--- src/usrm_pkg.sv ---
// package: register map, field layout and constants of the upstream rx mask
// Overview of operation
// - mask exists only in target nodes; a controller node ignores it.
// - eight-bit mask selects which upstream slots 8 to 15 are captured.
// - bit 7 governs slot 15 down to bit 0 governing slot 8.
// - bit 0 skips its slot, bit 1 receives its slot.
// - forwarded upstream slots follow all captured downstream slots.
// - old mask stays active until the controller commits a new structure.
package usrm_pkg;
   localparam int          ADDR_W        = 8;
   localparam int          DATA_W        = 32;
   localparam int          MASK_W        = 8;
   localparam int          SLOT_W        = 5;
   localparam int          WORD_W        = 32;
   // register indices; byte address is four times the index
   localparam logic [7:0]  IDX_MASK      = 8'h61;
   localparam logic [7:0]  IDX_ACTIVE    = 8'h70;
   localparam logic [7:0]  IDX_STATUS    = 8'h71;
   localparam logic [7:0]  IDX_DN_COUNT  = 8'h72;
   localparam logic [7:0]  MASK_RESET    = 8'h00;
   localparam logic [4:0]  FIRST_SLOT    = 5'h08;
   localparam logic [4:0]  LAST_SLOT     = 5'h0f;
   localparam logic [5:0]  DN_CNT_RESET  = 6'h00;
   localparam int          DN_CNT_W      = 6;
   localparam int          ST_ROLE_BIT   = 0;
   localparam int          ST_PEND_BIT   = 1;
   localparam int          BUF_DEPTH     = 2;
   typedef enum logic [1:0] {USRM_IDLE, USRM_DOWN, USRM_UP} usrm_phase_t;
endpackage

--- src/usrm_upstream_rx_mask.sv ---
// upstream slot 8..15 receive mask with commit and serial port forwarding
`timescale 1ns/100ps
module usrm_upstream_rx_mask (
   input  wire logic                  clk,
   input  wire logic                  resetn,
   input  wire logic [31:0]           wb_adr_i,
   input  wire logic [31:0]           wb_dat_i,
   output      logic [31:0]           wb_dat_o,
   input  wire logic [3:0]            wb_sel_i,
   input  wire logic                  wb_we_i,
   input  wire logic                  wb_cyc_i,
   input  wire logic                  wb_stb_i,
   output      logic                  wb_ack_o,
   output      logic                  wb_err_o,
   input  wire logic                  node_is_target,
   input  wire logic                  commit_new_bus_structure,
   input  wire logic                  bus_slot_valid,
   input  wire logic                  bus_slot_is_up,
   input  wire logic [4:0]            bus_slot_num,
   input  wire logic [31:0]           bus_slot_data,
   input  wire logic                  dn_slot_captured,
   input  wire logic                  superframe_start,
   output      logic                  bus_slot_ready,
   output      logic                  sp_valid,
   output      logic [31:0]           sp_data,
   output      logic [4:0]            sp_slot,
   input  wire logic                  sp_ready
);

   // register state: both mask copies, bus answer and the slot buffer
   logic [7:0]                 pend_mask_reg;
   logic [7:0]                 act_mask_reg;
   logic                       pend_dirty_reg;
   logic [5:0]                 dn_cnt_reg;
   logic                       ack_reg;
   logic                       err_reg;
   logic [31:0]                rdata_reg;
   usrm_pkg::usrm_phase_t      phase_reg;
   logic [31:0]                buf_data_reg [usrm_pkg::BUF_DEPTH];
   logic [4:0]                 buf_slot_reg [usrm_pkg::BUF_DEPTH];
   logic [1:0]                 buf_cnt_reg;
   logic                       wr_ptr_reg;
   logic                       rd_ptr_reg;
   // decode and handshake nets
   logic                       req;
   logic                       hit_mask;
   logic                       hit_known;
   logic                       take_slot;
   logic                       push;
   logic                       pop;
   logic [7:0]                 idx;

   // map slot number 8..15 onto mask bit 0..7, zero outside the range;
   // the range test keeps slots 0..7 and 16..31 from aliasing onto bits
   function automatic logic slot_enabled(input logic [7:0] m,
                                         input logic [4:0] s);
      logic [4:0] b;
      b = 5'(s - usrm_pkg::FIRST_SLOT);
      if (s < usrm_pkg::FIRST_SLOT || s > usrm_pkg::LAST_SLOT) begin
         slot_enabled = 1'b0;
      end else begin
         slot_enabled = m[b[2:0]];
      end
   endfunction

   // true for any word index that the register map answers with ack;
   // every other index gets err and leaves both mask copies alone, so a stray
   // address can never disturb the pending or active mask
   function automatic logic idx_known(input logic [7:0] i);
      case (i)
         usrm_pkg::IDX_MASK,
         usrm_pkg::IDX_ACTIVE,
         usrm_pkg::IDX_STATUS,
         usrm_pkg::IDX_DN_COUNT: idx_known = 1'b1;
         default:                idx_known = 1'b0;
      endcase
   endfunction

   // bus decode: word index from byte address; a request counts once,
   // on the edge before its answer, never again while ack or err stands
   assign idx       = wb_adr_i[9:2];
   assign req       = wb_cyc_i && wb_stb_i && !ack_reg && !err_reg;
   assign hit_mask  = (idx == usrm_pkg::IDX_MASK);
   assign hit_known = idx_known(idx);
   assign wb_ack_o  = ack_reg;
   assign wb_err_o  = err_reg;
   assign wb_dat_o  = rdata_reg;

   // one-cycle ack or err per request, dropped the cycle after;
   // registered so the answer never depends on the address in flight
   always_ff @(posedge clk) begin
      if (!resetn) begin
         ack_reg <= 1'b0;
         err_reg <= 1'b0;
      end else begin
         ack_reg <= req && hit_known;
         err_reg <= req && !hit_known;
      end
   end

   // read data mux registered with the ack;
   // only reads load it, so the word stays put until the next read
   always_ff @(posedge clk) begin
      if (!resetn) begin
         rdata_reg <= 32'h0000_0000;
      end else if (req && !wb_we_i) begin
         case (idx)
            usrm_pkg::IDX_MASK:     rdata_reg <= {24'h0, pend_mask_reg};
            usrm_pkg::IDX_ACTIVE:   rdata_reg <= {24'h0, act_mask_reg};
            usrm_pkg::IDX_STATUS:   rdata_reg <= {30'h0, pend_dirty_reg,
                                                  node_is_target};
            usrm_pkg::IDX_DN_COUNT: rdata_reg <= {26'h0, dn_cnt_reg};
            default:                rdata_reg <= 32'h0000_0000;
         endcase
      end
   end

   // pending copy written by software; dirty until the next commit.
   // a write that meets a commit in one cycle keeps dirty set, because
   // the commit has then loaded the older pending value
   always_ff @(posedge clk) begin
      if (!resetn) begin
         pend_mask_reg  <= usrm_pkg::MASK_RESET;
         pend_dirty_reg <= 1'b0;
      end else begin
         if (req && wb_we_i && hit_mask && wb_sel_i[0]) begin
            pend_mask_reg  <= wb_dat_i[7:0];
            pend_dirty_reg <= 1'b1;
         end else if (commit_new_bus_structure) begin
            pend_dirty_reg <= 1'b0;
         end
      end
   end

   // active copy changes only on the controller's commit; a new mask
   // never reaches the capture logic half way through a structure
   always_ff @(posedge clk) begin
      if (!resetn) begin
         act_mask_reg <= usrm_pkg::MASK_RESET;
      end else if (commit_new_bus_structure) begin
         act_mask_reg <= pend_mask_reg;
      end
   end

   // superframe phase: downstream slots first, then upstream;
   // a new superframe restarts the downstream count
   always_ff @(posedge clk) begin
      if (!resetn) begin
         phase_reg  <= usrm_pkg::USRM_IDLE;
         dn_cnt_reg <= usrm_pkg::DN_CNT_RESET;
      end else if (superframe_start) begin
         phase_reg  <= usrm_pkg::USRM_DOWN;
         dn_cnt_reg <= usrm_pkg::DN_CNT_RESET;
      end else begin
         case (phase_reg)
            usrm_pkg::USRM_DOWN: begin
               if (dn_slot_captured) begin
                  dn_cnt_reg <= 6'(dn_cnt_reg + 6'h01);
               end
               if (bus_slot_valid && bus_slot_is_up && bus_slot_ready) begin
                  phase_reg <= usrm_pkg::USRM_UP;
               end
            end
            usrm_pkg::USRM_UP:   phase_reg <= usrm_pkg::USRM_UP;
            usrm_pkg::USRM_IDLE: phase_reg <= usrm_pkg::USRM_IDLE;
            default:             phase_reg <= usrm_pkg::USRM_IDLE;
         endcase
      end
   end

   // capture only enabled upstream slots in a target node; disabled
   // slots are dropped but still stall the bus side while the buffer is full, and nothing is
   // taken before the first superframe has opened the downstream phase
   assign take_slot = bus_slot_valid && bus_slot_is_up &&
                      node_is_target &&
                      phase_reg != usrm_pkg::USRM_IDLE &&
                      slot_enabled(act_mask_reg, bus_slot_num);
   assign bus_slot_ready = (buf_cnt_reg != 2'(usrm_pkg::BUF_DEPTH));
   assign push = take_slot && bus_slot_ready;
   assign pop  = sp_valid && sp_ready;
   assign sp_valid = (buf_cnt_reg != 2'h0);
   assign sp_data  = buf_data_reg[rd_ptr_reg];
   assign sp_slot  = buf_slot_reg[rd_ptr_reg];

   // two-entry buffer toward the serial audio port; two words let the
   // port stall for a cycle while the bus side keeps going, and a push
   // and a pop in one cycle leave the count unchanged
   always_ff @(posedge clk) begin
      if (!resetn) begin
         buf_cnt_reg <= 2'h0;
         wr_ptr_reg  <= 1'b0;
         rd_ptr_reg  <= 1'b0;
      end else begin
         if (push) begin
            wr_ptr_reg <= !wr_ptr_reg;
         end
         if (pop) begin
            rd_ptr_reg <= !rd_ptr_reg;
         end
         if (push && !pop) begin
            buf_cnt_reg <= 2'(buf_cnt_reg + 2'h1);
         end else if (pop && !push) begin
            buf_cnt_reg <= 2'(buf_cnt_reg - 2'h1);
         end
      end
   end

   // buffer storage; only the entry under the write pointer moves,
   // so the word on offer to the port stays stable
   always_ff @(posedge clk) begin
      if (!resetn) begin
         buf_data_reg[0] <= 32'h0000_0000;
         buf_data_reg[1] <= 32'h0000_0000;
         buf_slot_reg[0] <= 5'h00;
         buf_slot_reg[1] <= 5'h00;
      end else if (push) begin
         buf_data_reg[wr_ptr_reg] <= bus_slot_data;
         buf_slot_reg[wr_ptr_reg] <= bus_slot_num;
      end
   end

endmodule

--- config.mk ---
export PLATFORM = sky130hd
export DESIGN_NAME = usrm_upstream_rx_mask
export DESIGN_NICKNAME = d
export VERILOG_FILES = /design/src/usrm_pkg.sv /design/src/usrm_upstream_rx_mask.sv
export SDC_FILE = /design/constraint.sdc
export NUM_CORES = 1
export LEC_CHECK = 0
export ABC_AREA = 1
export BUFFER_PORTS_ARGS = -buffer_cell sky130_fd_sc_hd__buf_2
export CORE_UTILIZATION = 25
export CTS_CLUSTER_DIAMETER = 60
export DETAILED_ROUTE_END_ITERATION = 16
export SLEW_MARGIN = 20
export SYNTH_ARGS = -nofsm -noshare
export SYNTH_HDL_FRONTEND = slang
export SYNTH_SLANG_ARGS = --single-unit
--- constraint.sdc ---
create_clock -name clk -period 6.5 [get_ports clk]
set_clock_uncertainty 0.2 [all_clocks]
set_input_delay 1.3 -clock clk [delete_from_list [all_inputs] [get_ports clk]]
set_output_delay 1.3 -clock clk [all_outputs]
set_load 0.02 [all_outputs]
== Word level (Yosys, flattened, before mapping) ==
Memories as Yosys holds them, arrays and structs flattened. A register that Yosys moved wholly into a read port is not among the register bits.
Index checks and enable logic that the tools add are counted.
Storage, ports and cells
  flip-flop bits (word level): 63
  RAM bits: 74
  output and inout port bits: 73
  word-level logic and storage cells: 93
  memories: 2
Memories
  buf_data_reg: words 2, width 32, rd ports 1, clocked after memory_dff 1, write ports 2, RTL line usrm_upstream_rx_mask.sv:39  | logic [31:0] buf_data_reg [usrm_pkg::BUF_DEPTH];
  buf_slot_reg: words 2, width 5, rd ports 1, clocked after memory_dff 1, write ports 2, RTL line usrm_upstream_rx_mask.sv:40  | logic [4:0] buf_slot_reg [usrm_pkg::BUF_DEPTH];
Cells by class
  add/sub/neg operators: 4
  $lt $le $gt $ge: 3
  equal/unequal tests: 9
  multiplexer cells: 26
  bitwise logic cells: 1
  reductions and logical operators: 36
Operators with widths (count)
  8-bit by 7-bit == test with 1-bit output (second input constant): 4
  32-bit 2-to-1 mux: 1
  8-bit case mux with 4 select lines: 1
  32-bit OR reduction: 1
  1-bit logical AND: 18
  1-bit 2-to-1 mux: 18
  1-bit zero test: 8
  2-bit nonzero test: 4
  6-bit by 1-bit adder with 6-bit output (second input constant): 1
  2-bit 2-to-1 mux: 3
  5-bit by 4-bit > comparator with 1-bit output (second input constant): 1
  5-bit by 4-bit less-than comparator with 1-bit output (second input constant): 1
  5-bit 2-to-1 mux: 1
  5-bit OR reduction: 1
  3-bit by 4-bit less-than comparator with 1-bit output (second input constant): 1
  2-bit != test (second input constant): 2
  2-bit case mux with 2 select lines: 1
  4-bit OR reduction: 1
  1-bit binary-select mux with 3-bit select: 1
  3-bit != test (second input constant): 1
  3-bit by 1-bit subtractor with 3-bit output (second input constant): 1
  2-bit by 1-bit adder with 2-bit output (second input constant): 1
  2-bit by 1-bit == test with 1-bit output (second input constant): 1
  2-bit == test (second input constant): 1
  other kinds (5): 5

== Depth between registers and ports, before layout ==
  depth after elaboration: 11
  mapped depth: 13
  mapped depth without buffers: 13

== Worst setup path before layout ==
OpenSTA, ideal clock, no wires.
  path type: input-to-reg
  start point: input bus_slot_num[4]
  end point: memory buf_data_reg[0][0] (enable)
  data arrival time: 4.551 ns
  data required time: 5.817 ns
  setup slack: 1.267 ns
  stages on the path: 6
  buffers on the path: 0
  cells stage by stage: inv_1 -> nand4_1 -> or2_4 -> nor2_4 -> nand2_1 -> o21ai_0
RTL lines
  start: declaration: RTL line usrm_upstream_rx_mask.sv:19  | input wire logic [4:0] bus_slot_num,
  end: declaration: RTL line usrm_upstream_rx_mask.sv:39

==> results by group <==
Route
  – First-pass iteration count of the detailed router: 5
  – DR WL/cell: around 13 um
  – Routed Wire Length: approximately 12000 um
  – Vias per cell: 4.084
  – Vias: 3794
  – Post-route DRC: 0
  – ANT nets after route: 0
  – Iteration-0 DRC Markers: 134

Global route
  – Antenna violations before repair: 1
  – Total track usage: 11.42%
  – Grt ovf: 0
  – M3 GR Usage: 3.765%
  – Global-route wire length before repair: 18810 um
  – Met1 usage: 13.80%
  – Vias in the first global route: 3715
  – M2 GR Usage: 18.73%
  – Largest net degree at the start of global routing: 38
  – Top Usage Layer GRT: met2

Synthesis
  – Synth cell types: 27
  – Cells after Synth: 525
  – Ys flop type: edfxtp_1
  – Post-synth EDFFs: 74
  – Most common library cells after synthesis: edfxtp_1 (74), nor2_1 (74), inv_1 (63), nand2_1 (59), dfxtp_1 (40)
  – Syn. warnings: 0
  – Synthesized area: 5299 um2
  – Async S/R FF share, synth: 0%
  – Syn avg cell area: 10.09 um2
  – Synth top area share: between 40% and 50%
  – Synth top area cells: edfxtp_1 (42%), dfxtp_1 (15%), mux2_2 (7.9%)
  – Yosys top cell by area: edfxtp_1
  – Register area share after synthesis: 57.05%
  – Seq cells post-synth: 114

Clock tree
  – Root buf cell: clkbuf_16
  – CTS max path bufs: 2
  – Clk Latency, worst-skew pair: 410 ps
  – CTS buffer count: 17
  – Post-CTS setup buffer count: 0
  – Reg clk slew, reported paths: 60 ps
  – Post-CTS Hold Fix Bufs: 0
  – TritonCTS clock tree: done
  – H-tree depth: 4
  – PostCTS Resize Cnt: 0
  – Clock sinks: 114

Floorplanning
  – Num ports: between 150 and 200
  – Die footprint: roughly 22000 um2
  – Die width: 147.6 um
  – Die Ht: 147.6 um
  – Initial Util: about a quarter
  – Core footprint: 20490 um2
  – Row count: 52

STA
  – Tmin final: 3625 ps
  – Slew @ Worst Pin: just over 1000 ps
  – Setup TNS: 0 ps
  – Max Clk Rate: roughly 0.28 GHz
  – RSZ-0062 raised after global routing: false
  – Fin. max-slew vios: 0
  – Final Hold Viols: 0
  – Final worst-path cycle share: 55.77%
  – Final number of setup-violating endpoints: 0
  – Slew HR: 32.13%

Placement
  – Post-DP Area: 6036 um2
  – Input/output buffers: 114
  – DP HPWL: 7643 um
  – Placer congestion estimate: 0.7774

Setup path
  – Startpoint types: input port
  – CP required: 6210 ps
  – Crit path kind: in -> reg
  – Worst Path Arrival: about 3300 ps
  – Crit-path max FO: 37
  – Critical Path End Type: flip-flop

Layout
  – # nets final: ~770
  – Layout cells sized above 1: approximately a third
  – Layout area overhead: 24.86%
  – Max reg flops: 64
  – Finished Cell Area: 6616 um2
  – Fillers: 2162

Power
  – Leakage power: 2.888 nW
  – Peak VDD IR: 0.0001586 V
  – Power Density: 287.7 nW/um2

Worst hold path
  – Worst hold path class: reg -> reg

Outcome
  – Outcome: finished, final reports clean

Flow run
  – Max Cap Viol: 0
-- final timing paths --
kind | startpoint | to | slack [ps] | cells after the start
max reg2reg | phase_reg[0] | buf_data_reg[1][13] | 3550 | 9
min | pend_dirty_reg | pend_dirty_reg | 270 | 2
max | bus_slot_num[0] | buf_data_reg[1][13] | 2870 | 9
min reg2reg | pend_dirty_reg | pend_dirty_reg | 270 | 2
-- layer usage --
metal / wire length [um] / vias to the layer above
met5: 0 / -
met4: 188 / 0
met3: 833 / 16
met2: 5505 / 139
met1: 5275 / 1723
li1: - / 1916
-- cells in the final DEF (no fill, tap or decap), drive strengths merged --
master / n
a211oi: 1
a21oi: 20
buf: 116
bufinv: 3
clkbuf: 19
clkinv: 7
clkinvlp: 3
conb: 26
dfxtp: 40
diode: 2
edfxtp: 74
ha: 4
inv: 65
mux2: 37
nand2: 60
nand3: 31
nand4: 3
nor2: 111
nor3: 4
nor3b: 4
o21ai: 27
or2: 1
xor2: 1
-- layout make-up --
cell class	instances	area, um2	area share, %
Tap cell	270	337.8	5.106
Inverter	65	244.0	3.688
Timing Repair Buffer	116	585.6	8.850
Multi-Input combinational cell	330	1844	27.87
Sequential cell	114	3024	45.71
Clock inverter	13	142.6	2.156
Clock buffer	19	432.9	6.543
Antenna cell	2	5.005	0.07564
-- metrics by stage --
step / power [mW] / hold WS (ps) / util, % / worst slack, ps / cells
2_1_floorplan: 0.9521 / 244.6 / - / 1267 / 550
3_3_place_gp: 1.003 / 254.1 / 29.45 / 2379 / 895
3_5_place_dp: 1.004 / 258.9 / 29.45 / 2345 / 895
4_1_cts: 1.929 / 269.1 / 32.26 / 2780 / 927
5_1_grt: 1.989 / 294.4 / 32.26 / 2599 / 927
6_report: 1.903 / 267.2 / 32.28 / 2875 / 929
-- kinds of logic (layout without fill, tap and decap cells) --
kind of cell    count (synthesis)  count (layout)  share of synthesized area, %
compound gates                 48              48                         4.581
xor+xnor                        1               1                        0.1653
fa+ha+maj                       4               4                        0.9445
buf+inv                       106             213                         10.18
flops                         114             114                         57.05
mux                            37              37                         7.863
other cells                     1              28                       0.07077
simple gates                  214             214                         19.15
-- critical path, cell delays in order --
cell	delay [ps]
buf_2	120
inv_1	110
nand2_1	80
nand3_1	60
a21oi_1	260
nor2_4	80
nand4_4	60
buf_4	490
nand2_2	740
-- power breakdown --
part           total (mW)  internal, mW  leakage [nW]  switching (mW)
combinational       0.173        0.0654          1.53           0.108
sequential          0.813         0.793          1.09          0.0194
clock               0.917         0.594         0.273           0.323
total                1.90          1.45          2.89           0.450
Note: power is estimated with default switching activity, not from simulation.
